$ cat config.mk
export PLATFORM = sky130hd
export DESIGN_NAME = tcc_ctrl
export DESIGN_NICKNAME = d
export VERILOG_FILES = /design/src/tcc_pkg.sv /design/src/tcc_ctrl.sv /design/src/tcc_fifo.sv
export SDC_FILE = /design/constraint.sdc
export NUM_CORES = 1
export LEC_CHECK = 0
export BUFFER_PORTS_ARGS = -buffer_cell sky130_fd_sc_hd__clkbuf_2
export CELL_PAD_IN_SITES_DETAIL_PLACEMENT = 1
export CELL_PAD_IN_SITES_GLOBAL_PLACEMENT = 2
export CORE_ASPECT_RATIO = 1.75
export CORE_UTILIZATION = 25
export DETAILED_ROUTE_END_ITERATION = 8
export PLACE_DENSITY_LB_ADDON = 0.1
export RECOVER_POWER = 50
export SYNTH_ARGS = -nofsm -noshare
export SYNTH_HDL_FRONTEND = slang
export SYNTH_SLANG_ARGS = --single-unit
$ cat constraint.sdc
create_clock -name core_clk -period 3.21 [get_ports core_clk]
set_input_delay 0.321 -clock core_clk [delete_from_list [all_inputs] [get_ports core_clk]]
set_output_delay 0.321 -clock core_clk [all_outputs]
set_load 0.02 [all_outputs]
$ cat src/tcc_pkg.sv
// shared constants and types for the thermometer chain control unit
package tcc_pkg;

  // control function command codes
  localparam logic [7:0] CMD_WRITE_SP = 8'h4E;
  localparam logic [7:0] CMD_READ_SP = 8'hBE;
  localparam logic [7:0] CMD_COPY_SP = 8'h48;
  localparam logic [7:0] CMD_CONVERT = 8'h44;
  localparam logic [7:0] CMD_READ_POWER = 8'hB4;
  localparam logic [7:0] CMD_RECALL = 8'hB8;
  localparam logic [7:0] CMD_CHAIN = 8'h99;

  // chain control codes (true form) and confirmation bytes
  localparam logic [7:0] CHAIN_CODE_OFF = 8'h3C;
  localparam logic [7:0] CHAIN_CODE_ON = 8'h5A;
  localparam logic [7:0] CHAIN_CODE_DONE = 8'h96;
  localparam logic [7:0] ACK_OK = 8'hAA;
  localparam logic [7:0] ACK_FAIL = 8'h00;

  // scratchpad byte addresses
  localparam logic [3:0] SP_ADDR_TEMP_LS = 4'h0;
  localparam logic [3:0] SP_ADDR_TEMP_MS = 4'h1;
  localparam logic [3:0] SP_ADDR_TH = 4'h2;
  localparam logic [3:0] SP_ADDR_TL = 4'h3;
  localparam logic [3:0] SP_ADDR_CFG = 4'h4;
  localparam logic [3:0] SP_ADDR_RSVD5 = 4'h5;
  localparam logic [3:0] SP_ADDR_RSVD6 = 4'h6;
  localparam logic [3:0] SP_ADDR_RSVD7 = 4'h7;
  localparam logic [3:0] SP_CRC_INDEX = 4'h8;
  localparam logic [3:0] SP_AFTER_CRC = 4'h9;
  localparam logic [3:0] WR_LAST_INDEX = 4'h2;

  // configuration byte layout, values after reset, CRC polynomial and receive buffer depth
  localparam int CFG_RES_HI = 6;
  localparam int CFG_RES_LO = 5;
  localparam logic CFG_BIT7_VALUE = 1'b0;
  localparam logic [4:0] CFG_LOW_VALUE = 5'h1F;
  localparam logic [1:0] RES_RESET = 2'h3;
  localparam logic [15:0] TEMP_RESET = 16'h0550;
  localparam logic [1:0] LATCH_RESET = 2'h3;
  localparam logic [7:0] CRC_POLY = 8'h8C;
  localparam int RX_FIFO_DEPTH = 4;

  typedef enum logic [1:0] {
    CHAIN_OFF = 2'h0,
    CHAIN_ON = 2'h1,
    CHAIN_DONE = 2'h3
  } tcc_chain_t;

  typedef enum logic [3:0] {
    ST_IDLE = 4'h0,
    ST_CMD = 4'h1,
    ST_WRITE = 4'h3,
    ST_CHAIN_TRUE = 4'h2,
    ST_CHAIN_INV = 4'h6,
    ST_SEND = 4'h7,
    ST_READ_SP = 4'h5,
    ST_WAIT = 4'h4,
    ST_POWER = 4'hC
  } tcc_fsm_t;

  // resolution code to converter bit count
  function automatic logic [3:0] tcc_res_bits(input logic [1:0] res);
    return 4'h9 + {2'h0, res};
  endfunction

endpackage

$ cat src/tcc_ctrl.sv
// control function unit: scratchpad, conversion, backup memory and chain state
`timescale 1ns/100ps
module tcc_ctrl import tcc_pkg::*; #(
  parameter logic [7:0] RSVD_BYTE5 = 8'hFF,
  parameter logic [7:0] RSVD_BYTE6 = 8'h00,
  parameter logic [7:0] RSVD_BYTE7 = 8'h10
) (
  // clock and reset
  input wire logic core_clk,
  input wire logic nrst,
  // function layer events from the bus front end
  input wire logic busReset,
  input wire logic funcStart,
  input wire logic odEnter,
  output logic fastSpeedFlag,
  // bytes written by the master
  input wire logic rxValid,
  output logic rxReady,
  input wire logic [7:0] rxData,
  // read slots
  input wire logic slotReq,
  output logic slotBit,
  output logic slotAck,
  // chain query from the ROM layer
  output logic condReadRomOk,
  // temperature converter
  output logic convStart,
  output logic [1:0] convResolution,
  output logic [3:0] convBits,
  input wire logic convDone,
  input wire logic [15:0] convData,
  // backup memory
  output logic nvWrite,
  output logic nvRead,
  output logic [23:0] nvWData,
  input wire logic nvDone,
  input wire logic [23:0] nvRData,
  // port latch access from the port command decoder
  input wire logic pioWrite,
  input wire logic [1:0] pioData,
  output logic [1:0] pioLatch,
  output logic [1:0] chainState,
  // port pins, open drain
  input wire logic portAIn,
  output logic portAOut,
  output logic portAOe,
  output logic portAPullupEn,
  input wire logic portBIn,
  output logic portBOut,
  output logic portBOe,
  // supply sense pin
  input wire logic vddIn
);

  typedef struct packed {
    tcc_fsm_t fsm;
    tcc_chain_t chain;
    logic [7:0] upperLimit;
    logic [7:0] lowerLimit;
    logic [1:0] res;
    logic [15:0] temp;
    logic [1:0] latch;
    logic od;
    logic booted;
    logic convPend;
    logic nvPend;
    logic nvIsRead;
    logic waitNv;
    logic [3:0] cnt;
    logic [2:0] bitIdx;
    logic [7:0] crc;
    logic [7:0] txByte;
    logic [7:0] chainCode;
    logic slotBit;
    logic slotAck;
    logic convStart;
    logic nvWr;
    logic nvRd;
    logic condOk;
    logic [1:0] syncA;
    logic [1:0] syncB;
    logic [1:0] syncVdd;
  } tcc_ctrl_state_t;

  tcc_ctrl_state_t s_ff;
  tcc_ctrl_state_t nxt_s;
  logic fifoValid;
  logic fifoReady;
  logic [7:0] fifoData;
  logic fire;
  logic [7:0] txb;
  logic codeValid;
  tcc_chain_t codeChain;

  function automatic logic [7:0] cfgByte(input logic [1:0] res);
    return {CFG_BIT7_VALUE, res, CFG_LOW_VALUE};
  endfunction

  function automatic logic [7:0] spByte(input logic [3:0] idx, input tcc_ctrl_state_t st);
    case (idx)
      SP_ADDR_TEMP_LS: return st.temp[7:0];
      SP_ADDR_TEMP_MS: return st.temp[15:8];
      SP_ADDR_TH: return st.upperLimit;
      SP_ADDR_TL: return st.lowerLimit;
      SP_ADDR_CFG: return cfgByte(st.res);
      SP_ADDR_RSVD5: return RSVD_BYTE5;
      SP_ADDR_RSVD6: return RSVD_BYTE6;
      SP_ADDR_RSVD7: return RSVD_BYTE7;
      default: return 8'hFF;
    endcase
  endfunction

  function automatic logic [7:0] crcStep(input logic [7:0] crc, input logic din);
    return (crc >> 1) ^ (((crc[0] ^ din) == 1'b1) ? CRC_POLY : 8'h00);
  endfunction

  tcc_fifo #(.WIDTH(8), .DEPTH(RX_FIFO_DEPTH)) rxFifo (
    .core_clk(core_clk),
    .nrst(nrst),
    .flush(busReset),
    .inValid(rxValid),
    .inReady(rxReady),
    .inData(rxData),
    .outValid(fifoValid),
    .outReady(fifoReady),
    .outData(fifoData)
  );

  assign fire = fifoValid && fifoReady;

  always_comb begin
    nxt_s = s_ff;
    txb = 8'hFF;
    codeValid = 1'b0;
    codeChain = CHAIN_OFF;
    fifoReady = 1'b0;
    nxt_s.slotAck = 1'b0;
    nxt_s.convStart = 1'b0;
    nxt_s.nvWr = 1'b0;
    nxt_s.nvRd = 1'b0;
    nxt_s.syncA = {s_ff.syncA[0], portAIn};
    nxt_s.syncB = {s_ff.syncB[0], portBIn};
    nxt_s.syncVdd = {s_ff.syncVdd[0], vddIn};
    nxt_s.condOk = (s_ff.chain == CHAIN_ON) && !s_ff.syncB[1];
    if (odEnter) begin
      nxt_s.od = 1'b1;
    end
    // latch follows writes only in chain off
    if (pioWrite && s_ff.chain == CHAIN_OFF) begin
      nxt_s.latch = pioData;
    end
    if (convDone && s_ff.convPend) begin
      nxt_s.temp = convData;
      nxt_s.convPend = 1'b0;
    end
    if (nvDone && s_ff.nvPend) begin
      nxt_s.nvPend = 1'b0;
      if (s_ff.nvIsRead) begin
        nxt_s.upperLimit = nvRData[7:0];
        nxt_s.lowerLimit = nvRData[15:8];
        nxt_s.res = nvRData[16+CFG_RES_HI:16+CFG_RES_LO];
      end
    end
    if (!s_ff.booted) begin
      nxt_s.booted = 1'b1;
      nxt_s.nvRd = 1'b1;
      nxt_s.nvPend = 1'b1;
      nxt_s.nvIsRead = 1'b1;
    end
    if (slotReq) begin
      nxt_s.slotAck = 1'b1;
      nxt_s.slotBit = 1'b1;
    end
    case (s_ff.fsm)
      ST_IDLE: begin
        // stray bytes outside a command are dropped
        fifoReady = 1'b1;
        if (funcStart) begin
          nxt_s.fsm = ST_CMD;
        end
      end
      ST_CMD: begin
        fifoReady = 1'b1;
        if (fire) begin
          nxt_s.cnt = 4'h0;
          nxt_s.bitIdx = 3'h0;
          nxt_s.crc = 8'h00;
          case (fifoData)
            CMD_WRITE_SP: nxt_s.fsm = ST_WRITE;
            CMD_READ_SP: nxt_s.fsm = ST_READ_SP;
            CMD_COPY_SP: begin
              nxt_s.nvWr = 1'b1;
              nxt_s.nvPend = 1'b1;
              nxt_s.nvIsRead = 1'b0;
              nxt_s.waitNv = 1'b1;
              nxt_s.fsm = ST_WAIT;
            end
            CMD_CONVERT: begin
              // a second start while running only rejoins the wait;
              // a start in the cycle the old one finishes is a fresh start
              if (!s_ff.convPend || convDone) begin
                nxt_s.convStart = 1'b1;
                nxt_s.convPend = 1'b1;
              end
              nxt_s.waitNv = 1'b0;
              nxt_s.fsm = ST_WAIT;
            end
            CMD_READ_POWER: nxt_s.fsm = ST_POWER;
            CMD_RECALL: begin
              nxt_s.nvRd = 1'b1;
              nxt_s.nvPend = 1'b1;
              nxt_s.nvIsRead = 1'b1;
              nxt_s.waitNv = 1'b1;
              nxt_s.fsm = ST_WAIT;
            end
            CMD_CHAIN: nxt_s.fsm = ST_CHAIN_TRUE;
            default: nxt_s.fsm = ST_IDLE;
          endcase
        end
      end
      ST_WRITE: begin
        fifoReady = 1'b1;
        if (fire) begin
          case (s_ff.cnt)
            4'h0: nxt_s.upperLimit = fifoData;
            4'h1: nxt_s.lowerLimit = fifoData;
            default: nxt_s.res = fifoData[CFG_RES_HI:CFG_RES_LO];
          endcase
          nxt_s.cnt = s_ff.cnt + 4'h1;
          if (s_ff.cnt == WR_LAST_INDEX) begin
            nxt_s.fsm = ST_IDLE;
          end
        end
      end
      ST_CHAIN_TRUE: begin
        fifoReady = 1'b1;
        if (fire) begin
          nxt_s.chainCode = fifoData;
          nxt_s.fsm = ST_CHAIN_INV;
        end
      end
      ST_CHAIN_INV: begin
        fifoReady = 1'b1;
        case (s_ff.chainCode)
          CHAIN_CODE_OFF: begin
            codeValid = 1'b1;
            codeChain = CHAIN_OFF;
          end
          CHAIN_CODE_ON: begin
            codeValid = 1'b1;
            codeChain = CHAIN_ON;
          end
          CHAIN_CODE_DONE: begin
            codeValid = 1'b1;
            codeChain = CHAIN_DONE;
          end
          default: codeValid = 1'b0;
        endcase
        if (fire) begin
          if (codeValid && fifoData == ~s_ff.chainCode) begin
            nxt_s.chain = codeChain;
            nxt_s.txByte = ACK_OK;
          end else begin
            nxt_s.txByte = ACK_FAIL;
          end
          nxt_s.bitIdx = 3'h0;
          nxt_s.fsm = ST_SEND;
        end
      end
      ST_SEND: begin
        if (slotReq) begin
          nxt_s.slotBit = s_ff.txByte[s_ff.bitIdx];
          nxt_s.bitIdx = s_ff.bitIdx + 3'h1;
        end
      end
      ST_READ_SP: begin
        // data bytes then CRC, then ones
        if (s_ff.cnt < SP_CRC_INDEX) begin
          txb = spByte(s_ff.cnt, s_ff);
        end else if (s_ff.cnt == SP_CRC_INDEX) begin
          // CRC goes out as held, not inverted
          txb = s_ff.crc;
        end
        if (slotReq) begin
          nxt_s.slotBit = txb[s_ff.bitIdx];
          if (s_ff.cnt < SP_CRC_INDEX) begin
            nxt_s.crc = crcStep(s_ff.crc, txb[s_ff.bitIdx]);
          end
          nxt_s.bitIdx = s_ff.bitIdx + 3'h1;
          if (s_ff.bitIdx == 3'h7 && s_ff.cnt != SP_AFTER_CRC) begin
            nxt_s.cnt = s_ff.cnt + 4'h1;
          end
        end
      end
      ST_WAIT: begin
        // busy reads 0, done reads 1
        if (slotReq) begin
          nxt_s.slotBit = s_ff.waitNv ? !s_ff.nvPend : !s_ff.convPend;
        end
      end
      ST_POWER: begin
        if (slotReq) begin
          nxt_s.slotBit = s_ff.syncVdd[1];
        end
      end
      default: nxt_s.fsm = ST_IDLE;
    endcase
    if (busReset) begin
      nxt_s.fsm = ST_IDLE;
    end
  end

  always_ff @(posedge core_clk or negedge nrst) begin
    if (!nrst) begin
      s_ff <= '0;
      s_ff.fsm <= ST_IDLE;
      s_ff.chain <= CHAIN_OFF;
      s_ff.res <= RES_RESET;
      s_ff.temp <= TEMP_RESET;
      s_ff.latch <= LATCH_RESET;
      s_ff.slotBit <= 1'b1;
    end else begin
      s_ff <= nxt_s;
    end
  end

  assign fastSpeedFlag = s_ff.od;
  assign slotBit = s_ff.slotBit;
  assign slotAck = s_ff.slotAck;
  assign condReadRomOk = s_ff.condOk;
  assign convStart = s_ff.convStart;
  assign convResolution = s_ff.res;
  assign convBits = tcc_res_bits(s_ff.res);
  assign nvWrite = s_ff.nvWr;
  assign nvRead = s_ff.nvRd;
  assign nvWData = {cfgByte(s_ff.res), s_ff.lowerLimit, s_ff.upperLimit};
  assign pioLatch = s_ff.latch;
  assign chainState = s_ff.chain;
  assign portAOut = 1'b0;
  assign portBOut = 1'b0;
  // pulldown from latch in chain off; port A also pulls down when chain finished
  assign portAOe = (s_ff.chain == CHAIN_DONE) || (s_ff.chain == CHAIN_OFF && !s_ff.latch[0]);
  assign portBOe = (s_ff.chain == CHAIN_OFF) && !s_ff.latch[1];
  assign portAPullupEn = s_ff.chain == CHAIN_ON;

  property p_cfgWrite;
    @(posedge core_clk) disable iff (!nrst)
      (s_ff.fsm == ST_WRITE && fire && s_ff.cnt == WR_LAST_INDEX && !busReset)
      |=> convResolution == $past(fifoData[6:5]) && nvWData[23:16] == {1'b0, convResolution, 5'h1F};
  endproperty
  a_cfgWrite: assert property (p_cfgWrite) else $error("configuration write not applied");

  property p_bootPins;
    @(posedge core_clk) disable iff (!nrst)
      !s_ff.booted |-> !portAOe && !portBOe && chainState == CHAIN_OFF && convBits == 4'hC;
  endproperty
  a_bootPins: assert property (p_bootPins) else $error("wrong state after reset");

  property p_chainOn;
    @(posedge core_clk) disable iff (!nrst)
      chainState == CHAIN_ON |-> portAPullupEn && !portAOe && !portBOe;
  endproperty
  a_chainOn: assert property (p_chainOn) else $error("chain on pins wrong");

  property p_condRead;
    @(posedge core_clk) disable iff (!nrst)
      condReadRomOk |-> $past(chainState) == CHAIN_ON && !$past(s_ff.syncB[1]);
  endproperty
  a_condRead: assert property (p_condRead) else $error("conditional read outside chain on");

  property p_chainDone;
    @(posedge core_clk) disable iff (!nrst)
      chainState == CHAIN_DONE |-> portAOe && !portAPullupEn && !portBOe;
  endproperty
  a_chainDone: assert property (p_chainDone) else $error("chain finished pins wrong");

  property p_odOnly;
    @(posedge core_clk) disable iff (!nrst)
      $rose(fastSpeedFlag) |-> $past(odEnter);
  endproperty
  a_odOnly: assert property (p_odOnly) else $error("overdrive without entry");

  property p_resetAbort;
    @(posedge core_clk) disable iff (!nrst)
      busReset |=> s_ff.fsm == ST_IDLE ##1 !slotAck || slotBit;
  endproperty
  a_resetAbort: assert property (p_resetAbort) else $error("bus reset did not end command");

  property p_convBusy;
    @(posedge core_clk) disable iff (!nrst)
      (s_ff.fsm == ST_WAIT && !s_ff.waitNv && s_ff.convPend && slotReq && !convDone)
      |=> slotAck && !slotBit;
  endproperty
  a_convBusy: assert property (p_convBusy) else $error("conversion busy not reported");

  property p_power;
    @(posedge core_clk) disable iff (!nrst)
      (s_ff.fsm == ST_POWER && slotReq) |=> slotAck && slotBit == $past(s_ff.syncVdd[1]);
  endproperty
  a_power: assert property (p_power) else $error("supply bit wrong");

  property p_chainAck;
    @(posedge core_clk) disable iff (!nrst)
      (s_ff.fsm == ST_CHAIN_INV && fire && fifoData != ~s_ff.chainCode && !busReset)
      |=> s_ff.txByte == ACK_FAIL && $stable(chainState);
  endproperty
  a_chainAck: assert property (p_chainAck) else $error("bad chain code accepted");

  property p_bootRecall;
    @(posedge core_clk) disable iff (!nrst)
      !s_ff.booted |=> nvRead ##0 s_ff.nvPend && s_ff.nvIsRead;
  endproperty
  a_bootRecall: assert property (p_bootRecall) else $error("no reload after reset");
endmodule

$ cat src/tcc_fifo.sv
// small byte buffer between the bus front end and the command interpreter
`timescale 1ns/100ps
module tcc_fifo import tcc_pkg::*; #(
  parameter int WIDTH = 8,
  parameter int DEPTH = RX_FIFO_DEPTH
) (
  // clock and reset
  input wire logic core_clk,
  input wire logic nrst,
  input wire logic flush,
  // filling side
  input wire logic inValid,
  output logic inReady,
  input wire logic [WIDTH-1:0] inData,
  // draining side
  output logic outValid,
  input wire logic outReady,
  output logic [WIDTH-1:0] outData
);
  localparam int AW = (DEPTH > 1) ? $clog2(DEPTH) : 1;
  localparam int CW = $clog2(DEPTH + 1);

  typedef struct packed {
    logic [DEPTH-1:0][WIDTH-1:0] mem;
    logic [AW-1:0] wrPtr;
    logic [AW-1:0] rdPtr;
    logic [CW-1:0] count;
  } tcc_fifo_state_t;

  tcc_fifo_state_t st_ff;
  tcc_fifo_state_t nxt_st;
  logic push;
  logic pop;

  assign inReady = st_ff.count != CW'(DEPTH);
  assign outValid = st_ff.count != '0;
  assign outData = st_ff.mem[st_ff.rdPtr];
  assign push = inValid && inReady;
  assign pop = outValid && outReady;

  always_comb begin
    nxt_st = st_ff;
    if (push) begin
      nxt_st.mem[st_ff.wrPtr] = inData;
      nxt_st.wrPtr = (st_ff.wrPtr == AW'(DEPTH - 1)) ? '0 : st_ff.wrPtr + AW'(1);
    end
    if (pop) begin
      nxt_st.rdPtr = (st_ff.rdPtr == AW'(DEPTH - 1)) ? '0 : st_ff.rdPtr + AW'(1);
    end
    if (push && !pop) begin
      nxt_st.count = st_ff.count + CW'(1);
    end else if (pop && !push) begin
      nxt_st.count = st_ff.count - CW'(1);
    end
    // a bus reset drops bytes left over from an aborted command
    if (flush) begin
      nxt_st.wrPtr = '0;
      nxt_st.rdPtr = '0;
      nxt_st.count = '0;
    end
  end

  always_ff @(posedge core_clk or negedge nrst) begin
    if (!nrst) begin
      st_ff <= '0;
    end else begin
      st_ff <= nxt_st;
    end
  end
endmodule

Yosys cells after proc, flatten, opt, wreduce, memory -nomap -nowiden
Cells that the tools add are included.
{"block": "word_totals", "rom_bits": 0, "ramBits": 0, "latch_bits": 0, "in_bits": 63, "out_inout_bits": 47, "reg_bits": 128, "memories": 0}
{"block": "classes", "eq_ne": 47, "n_reduce_logical": 47, "add_sub_neg": 7, "n_shift": 0, "mux": 75, "n_lt_le_gt_ge": 5, "div_mod_pow": 0, "mul": 0, "bitwise": 3}
{"cell": "$mux 8", "count": 10}
{"cell": "$mux 18", "count": 4}
{"cell": "$pmux 8 s7", "count": 1}
{"cell": "$eq 8x8->1 const B", "count": 5}
{"cell": "$mux 4", "count": 9}
{"cell": "$bwmux 32", "count": 1}
{"cell": "$eq 8x7->1 const B", "count": 4}
{"cell": "$eq 4x3->1 const B", "count": 7}
{"cell": "$pmux 4 s6", "count": 1}
{"cell": "$pmux 4 s5", "count": 1}
{"cell": "$mux 1", "count": 19}
{"cell": "$mux 19", "count": 1}
{"cell": "$mux 3", "count": 6}
{"cell": "$bmux 8 s2", "count": 1}
{"cell": "$demux 8 s2", "count": 1}
{"cell": "$eq 4x2->1 const B", "count": 4}
{"cell": "$mux 2", "count": 8}
{"cell": "$pmux 8 s2", "count": 1}
{"cell": "$mux 15", "count": 1}
{"cell": "$logic_and 1x1->1", "count": 13}
{"cell": "$ne 3x2->1 const B", "count": 4}
{"cell": "$pmux 3 s4", "count": 1}
{"cell": "$pmux 4 s3", "count": 1}
{"cell": "$reduce_and 5->1", "count": 2}
{"cell": "44 further kinds", "count": 78}

Logic depth before layout (Yosys ltp)
{"block": "logic_depth", "word_depth": 12, "depth_mapped": 9, "ltp_nobuf": 8}

By module
A second synthesis with hierarchy kept.
{"block": "unflattened", "hier_cells": 600, "area_unflattened_um2": 6635.1}
{"mod": "tcc_ctrl", "n_inst": 1, "seq_area_each_um2": 2063.2, "area_each_um2": 4629.4, "cells_per_inst": 464}
{"mod": "tcc_fifo", "n_inst": 1, "seq_area_each_um2": 975.9, "area_each_um2": 2005.7, "cells_per_inst": 136}

Worst setup path before layout
OpenSTA, ideal clock, no wires.
{"block": "synth_timing", "kind": "flip-flop to flip-flop", "from": "register s_ff[88] (netlist bit)", "to": "register rxFifo.st_ff[2] (netlist bit)", "arrival_time_ps": 2265, "setup_time_ps": 130, "required_time_ps": 3080, "path_stages_with_launch": 10, "setup_slack_ps": 815, "path_buffers": 1, "path_cell_list": "dfrtp_1 clkbuf_1 nand2b_1 a211oi_2 nor2_1 fa_1 or3_1 nand2_1 xnor2_1 nor2_1"}
{"block": "synth_between", "elab_chain_len": 8, "elab_cells_between_ends": 14, "cone_classes": "eq/ne: 4; mux: 3; reduce/logical: 7"}
{"element": "from (decl)", "line_no": "tcc_ctrl.sv:85", "source": "tcc_ctrl_state_t s_ff;"}
{"element": "from (signal assigned)", "line_no": "tcc_ctrl.sv:323", "source": "s_ff <= nxt_s;"}
{"element": "$eq 4x2->1 (tied with other cells)", "line_no": "tcc_ctrl.sv:174", "source": "case (s_ff.fsm)"}
{"element": "$reduce_or 5->1 (no source line) (*)"}
{"element": "$mux 1 (*)", "line_no": "tcc_ctrl.sv:174"}
{"element": "$logic_and 1x1->1 (*)", "line_no": "tcc_fifo.sv:39", "source": "assign pop = outValid && outReady;"}
{"element": "$logic_not 1->1", "line_no": "tcc_fifo.sv:50", "source": "if (push && !pop) begin"}
{"element": "$logic_and 1x1->1", "line_no": "tcc_fifo.sv:50"}
{"element": "$mux 3", "line_no": "tcc_fifo.sv:50"}
{"element": "$mux 7", "line_no": "tcc_fifo.sv:56", "source": "if (flush) begin"}
{"element": "to (signal assigned)", "line_no": "tcc_fifo.sv:67", "source": "st_ff <= nxt_st;"}
{"element": "to (decl)", "line_no": "tcc_fifo.sv:30", "source": "tcc_fifo_state_t st_ff;"}
Mark *: on every way between the ends. The rest lies on a longest branch, timed or not.
A chain may end at the register's enable or synchronous reset.

Worst setup path in the final report
{"block": "layout_timing", "from": "register s_ff[40] (netlist bit)", "to": "register s_ff[35] (netlist bit)"}
{"block": "layout_between", "elab_chain_len": 12, "elab_cells_between_ends": 23, "cone_classes": "order compare: 1; eq/ne: 8; mux: 10; bitwise: 2; reduce/logical: 2"}
{"element": "$eq 4x3->1 (tied with other cells)", "line_no": "tcc_ctrl.sv:100", "source": "case (idx)"}
{"element": "$pmux 8 s7 / $mux 8 (equally long branches)", "line_no": "tcc_ctrl.sv:100, tcc_ctrl.sv:280"}
{"element": "$mux 8", "line_no": "tcc_ctrl.sv:278", "source": "if (s_ff.cnt < SP_CRC_INDEX) begin"}
{"element": "$mux 8", "line_no": "tcc_ctrl.sv:174"}
{"element": "$bmux 1 s3", "line_no": "tcc_ctrl.sv:287", "source": "nxt_s.crc = crcStep(s_ff.crc, txb[s_ff.bitIdx]);"}
{"element": "$mux 1 (not written as such)", "line_no": "tcc_ctrl.sv:287"}
{"element": "$xor 1x1->1", "line_no": "tcc_ctrl.sv:114", "source": "return (crc >> 1) ^ (((crc[0] ^ din) == 1'b1) ? CRC_POLY : 8'h00);"}
{"element": "$mux 8", "line_no": "tcc_ctrl.sv:114"}
{"element": "$xor 7x8->8", "line_no": "tcc_ctrl.sv:114"}
{"element": "$mux 8", "line_no": "tcc_ctrl.sv:286", "source": "if (s_ff.cnt < SP_CRC_INDEX) begin"}
{"element": "$mux 15", "line_no": "tcc_ctrl.sv:284", "source": "if (slotReq) begin"}
{"element": "$pmux 8 s2", "line_no": "tcc_ctrl.sv:174"}
Parallel ways exist; a longest one is shown, timed or not. The select of a mux whose other input is x is not followed.

==> impl_results.md <==
* Result of the run: finished with violations
* Violated checks: max-capacitance violations, max-slew violations
* Footprint of the multi-input gates at 2970 um2
* Share of the synthesized netlist area taken by xor and xnor gates at between 1.5 and 2%
* Launching instance or port of the critical path: s_ff[40]
* Synth async-reset ratio at 100%
* Worst path required time at between 3000 and 4000 ps
* Horizontal extent of the die at about 120 um
* Setup bufs post-CTS at 0
* Clock share of power at 31.4%
* Kind of path behind the tightest hold check: primary input to register
* DRC violations left at 0
* Setup Skew at around 8.2 ps
* Max capacitance violation total at 1
* Critical Path Sink Type: register
* Average cell area after synthesis at approximately 11 um2
* Setup TNS Final at 0 ps
* Final-layout fill cell count at 2857
* Count of hold-fix buffers inserted at cts at 3
* Number of buffer cells added on primary ports at 93
* Sw power at between 2 and 2.5 mW
* Unique cell type count in the Yosys netlist at 69
* Library cell with the largest summed area after synthesis: sky130_fd_sc_hd__dfrtp_1
* Power density relative to cell area at 827 nW/um2
* Antenna violations before repair at 0
* Max clock buf depth at 2
* First-pass GRT wire length at about 31 mm
* Weighted congestion reported at the end of routability-driven placement at ~0.75
* Reg-to-Reg End: s_ff[35]
* Largest family of logic cells by synthesized area: multiplexers
* Most instantiated cells after synthesis: sky130_fd_sc_hd__dfrtp_1 (112), sky130_fd_sc_hd__mux2_2 (59), sky130_fd_sc_hd__nor2_1 (53)
* Routed vias/inst at about 4.8
* Switching share of power at roughly a third
* Gate count of the mapped netlist at ~580
* Area added between synthesis and finish at 19.6%
* Flip-flop and latch count after synthesis at between 100 and 150
* Most instantiated library cell after synthesis: sky130_fd_sc_hd__dfrtp_1
* Setup slack of the most critical reg-to-reg path at around 360 ps
* Clock Pin Slew Worst Setup and Hold Paths at 60 ps
* Count of final hold-check violations at 0
* Unrepaired setup endpoints after global routing: no
* Finished Core Util at 30.3%
* Clock tree sinks at between 100 and 150
* Setup violations, final at 0
* Synthesis warning total at 0
* Total I/O pin count at 110
* Post-synthesis share of cell area spent on full adders, half adders and majority gates at around 2.7%
* Clk Latency, worst-skew pair at 420 ps
* Detailed Route WL at between 15 and 20 mm
* Slew at the pin closest to its max-slew limit at about 2400 ps
* Max-Slew Margin vs Limit at -57.8%
* Clock tree from TritonCTS: built
* Critical path class: register to register
* Antenna Violating Nets Remaining at 0
* Max Transition Viols Final at 39
* Max rail drop VDD at about 0.42 mV
* Average wire length per cell after detail routing at 19.7 um
* Placeable Area at between 20000 and 30000 um2
* Post-layout minimum cycle time at ~2800 ps
* Logic pwr share at around 33%
* Sequential power share at a little over a third
* Total global routing overflow at 0
* Antenna diode count at 0
* Maximum fanout along the worst path at 12
* Y dimension of the die at between 200 and 250 um
* Final clock period utilization by the worst path at between 80 and 90%
* Simple-gate share of the synthesized area at 12.4%
* Via Count at about 4700
* Post-synthesis mux area share at 16.8%
* Pin count of the biggest net entering global routing at between 80 and 90
* Drt initial violations at 167
* Net count reported at finish at approximately 740
* Number of gates resized after CTS at 0
* Number of global-route vias before repair at approximately 5300
* Cell internal pwr at 4.11 mW
* Area occupied by registers at ~3000 um2
* GRT Util Overall at ~16%
* Leakage power summed over all cells at between 3 and 4 nW
* Post-DP HPWL at 14.7 mm
* Most used flip-flop cell after synthesis: sky130_fd_sc_hd__dfrtp_1
* Arrival @ worst endpoint at between 3000 and 4000 ps
* Deepest level of the CTS H-tree at 4
* Largest cells by area after synthesis: sky130_fd_sc_hd__dfrtp_1 (44%), sky130_fd_sc_hd__mux2_2 (10%), sky130_fd_sc_hd__buf_4 (3.9%)
* Complex-gate fraction of the synthesized area at between 10% and 20%
* Top cell type's share of synthesized area at 43.8%
* Netlist area before placement at between 6000 and 7000 um2
* Highest clock frequency the design can meet at ~350 MHz
* Number of core rows at 77
* Critical path launch point type: register
* Startpoint of the worst-slack reg-to-reg timing path: s_ff[40]
* Number of detailed-route iterations in the first pass at 4
* Sequential-to-total area share from yosys stat at 47.5%
* Clock root buffer: sky130_fd_sc_hd__clkbuf_16
* Cts bufs inserted at 17
* Die outline area at approximately 26000 um2
* Number of synthesized flops with an enable pin at 0
* Depth of the worst register-to-register path at 9
* Starting Density at about a quarter
* Fraction of final layout cells sized beyond drive strength 1 at between 20 and 30%
* End point of the critical path: s_ff[35]
flip-flops by register name, indices dropped and copies added (netlist names):
register / count
nvWData: 16
nvWrite: 1
convStart: 1
slotBit: 1
fastSpeedFlag: 1
nxt_s: 2
chainState: 2
pioLatch: 2
slotAck: 1
s_ff: 51
rxFifo.st_ff: 39
convResolution: 2
nvRead: 1
condReadRomOk: 1
logic make-up after synthesis:
family	count (synthesis)
xor gates and xnor gates	12
AOI/OAI and AO/OA	115
adders and majority gates	13
and+or+nand+nor	155
muxes	90
buffers and inverters	74
other	2
DFF	121
stage by stage:
stage | total power [mW] | hold slack (ps) | worst slack, ps | area, um2 | cells
global placement | 4.37 | 340 | 448 | 7040 | 954
global route | 6.73 | 75.2 | 176 | 7650 | 989
detailed placement | 4.43 | 347 | 370 | 7040 | 954
floorplan | 3.69 | 25.4 | 815 | 6430 | 590
CTS | 6.48 | 63.1 | 347 | 7680 | 989
finish | 6.32 | 89.0 | 361 | 7650 | 989
worst min path at each step:
stage,startpoint,end,slack [ps],depth (start not counted)
floorplan,nrst,chainState[0],30,0
global placement,nxt_s[3],s_ff[3],340,0
detailed placement,nrst,s_ff[63],350,1
CTS,odEnter,fastSpeedFlag,60,2
global route,odEnter,fastSpeedFlag,80,2
finish,odEnter,fastSpeedFlag,90,2
layout make-up:
cell class | count | share of cell area [%]
sequential | 121 | 39.7
multi-input combinational | 395 | 38.9
timing repair buffer | 108 | 7.38
clock buffer | 18 | 5.74
tap | 316 | 5.17
clock inverter | 14 | 2.24
inverter | 17 | 0.834
power groups by stage:
stage	Clock (mW)	Combinational (mW)	Sequential, mW
6_report	1.98	2.11	2.22
5_1_grt	2.11	2.34	2.28
4_1_cts	2.06	2.19	2.23
3_5_place_dp	0	2.18	2.25
3_3_place_gp	0	2.13	2.23
2_1_floorplan	0	1.57	2.13
cells in the final DEF, fill, tap and decap left out, types with 3 or more instances in the layout:
master and instances:
sky130_fd_sc_hd__xnor2_1 11, sky130_fd_sc_hd__a21oi_1 30, sky130_fd_sc_hd__ha_1 12, sky130_fd_sc_hd__clkbuf_1 27, sky130_fd_sc_hd__o31ai_1 3, sky130_fd_sc_hd__o22ai_1 3
sky130_fd_sc_hd__o21ai_1 3, sky130_fd_sc_hd__conb_1 10, sky130_fd_sc_hd__a211oi_1 4, sky130_fd_sc_hd__nor3_1 9, sky130_fd_sc_hd__nand4_1 4, sky130_fd_sc_hd__clkinvlp_4 3
sky130_fd_sc_hd__clkinv_2 3, sky130_fd_sc_hd__a22o_1 9, sky130_fd_sc_hd__inv_1 17, sky130_fd_sc_hd__bufinv_16 3, sky130_fd_sc_hd__a22oi_1 8, sky130_fd_sc_hd__dlygate4sd3_1 3
sky130_fd_sc_hd__nor2_1 53, sky130_fd_sc_hd__or3_1 3, sky130_fd_sc_hd__nand3_1 12, sky130_fd_sc_hd__clkbuf_16 17, sky130_fd_sc_hd__buf_4 11, sky130_fd_sc_hd__o2111ai_1 4
sky130_fd_sc_hd__mux2i_1 21, sky130_fd_sc_hd__and3_1 3, sky130_fd_sc_hd__nand2_1 35, sky130_fd_sc_hd__inv_6 3, sky130_fd_sc_hd__mux4_2 8, sky130_fd_sc_hd__a211o_1 4
sky130_fd_sc_hd__nor4b_1 3, sky130_fd_sc_hd__or4bb_1 4, sky130_fd_sc_hd__nand2b_1 3, sky130_fd_sc_hd__o21ai_0 18, sky130_fd_sc_hd__dfstp_2 9, sky130_fd_sc_hd__nand3b_1 8
sky130_fd_sc_hd__nor2b_1 7, sky130_fd_sc_hd__clkbuf_2 66, sky130_fd_sc_hd__dfrtp_1 112, sky130_fd_sc_hd__mux2_2 59
metal layers:
metal / global-route usage (%) / share of wire [%] / wire, um
met2: 30.4 / 56 / 11000
met4: 6.90 / 2.8 / 538
met1: 16.5 / 38 / 7420
met3: 3.01 / 2.7 / 529
met5: 0 / 0 / 0
critical path, cell delays in order, from the launching register on:
cell and delay, ps:
sky130_fd_sc_hd__dfrtp_1 430, sky130_fd_sc_hd__inv_1 120, sky130_fd_sc_hd__ha_1 490, sky130_fd_sc_hd__a22o_1 250, sky130_fd_sc_hd__o31ai_1 70, sky130_fd_sc_hd__buf_4 160
sky130_fd_sc_hd__a2111oi_0 420, sky130_fd_sc_hd__o22a_1 380, sky130_fd_sc_hd__o21ai_0 140, sky130_fd_sc_hd__a32o_1 280
Note: power is estimated with default switching activity, not from simulation.
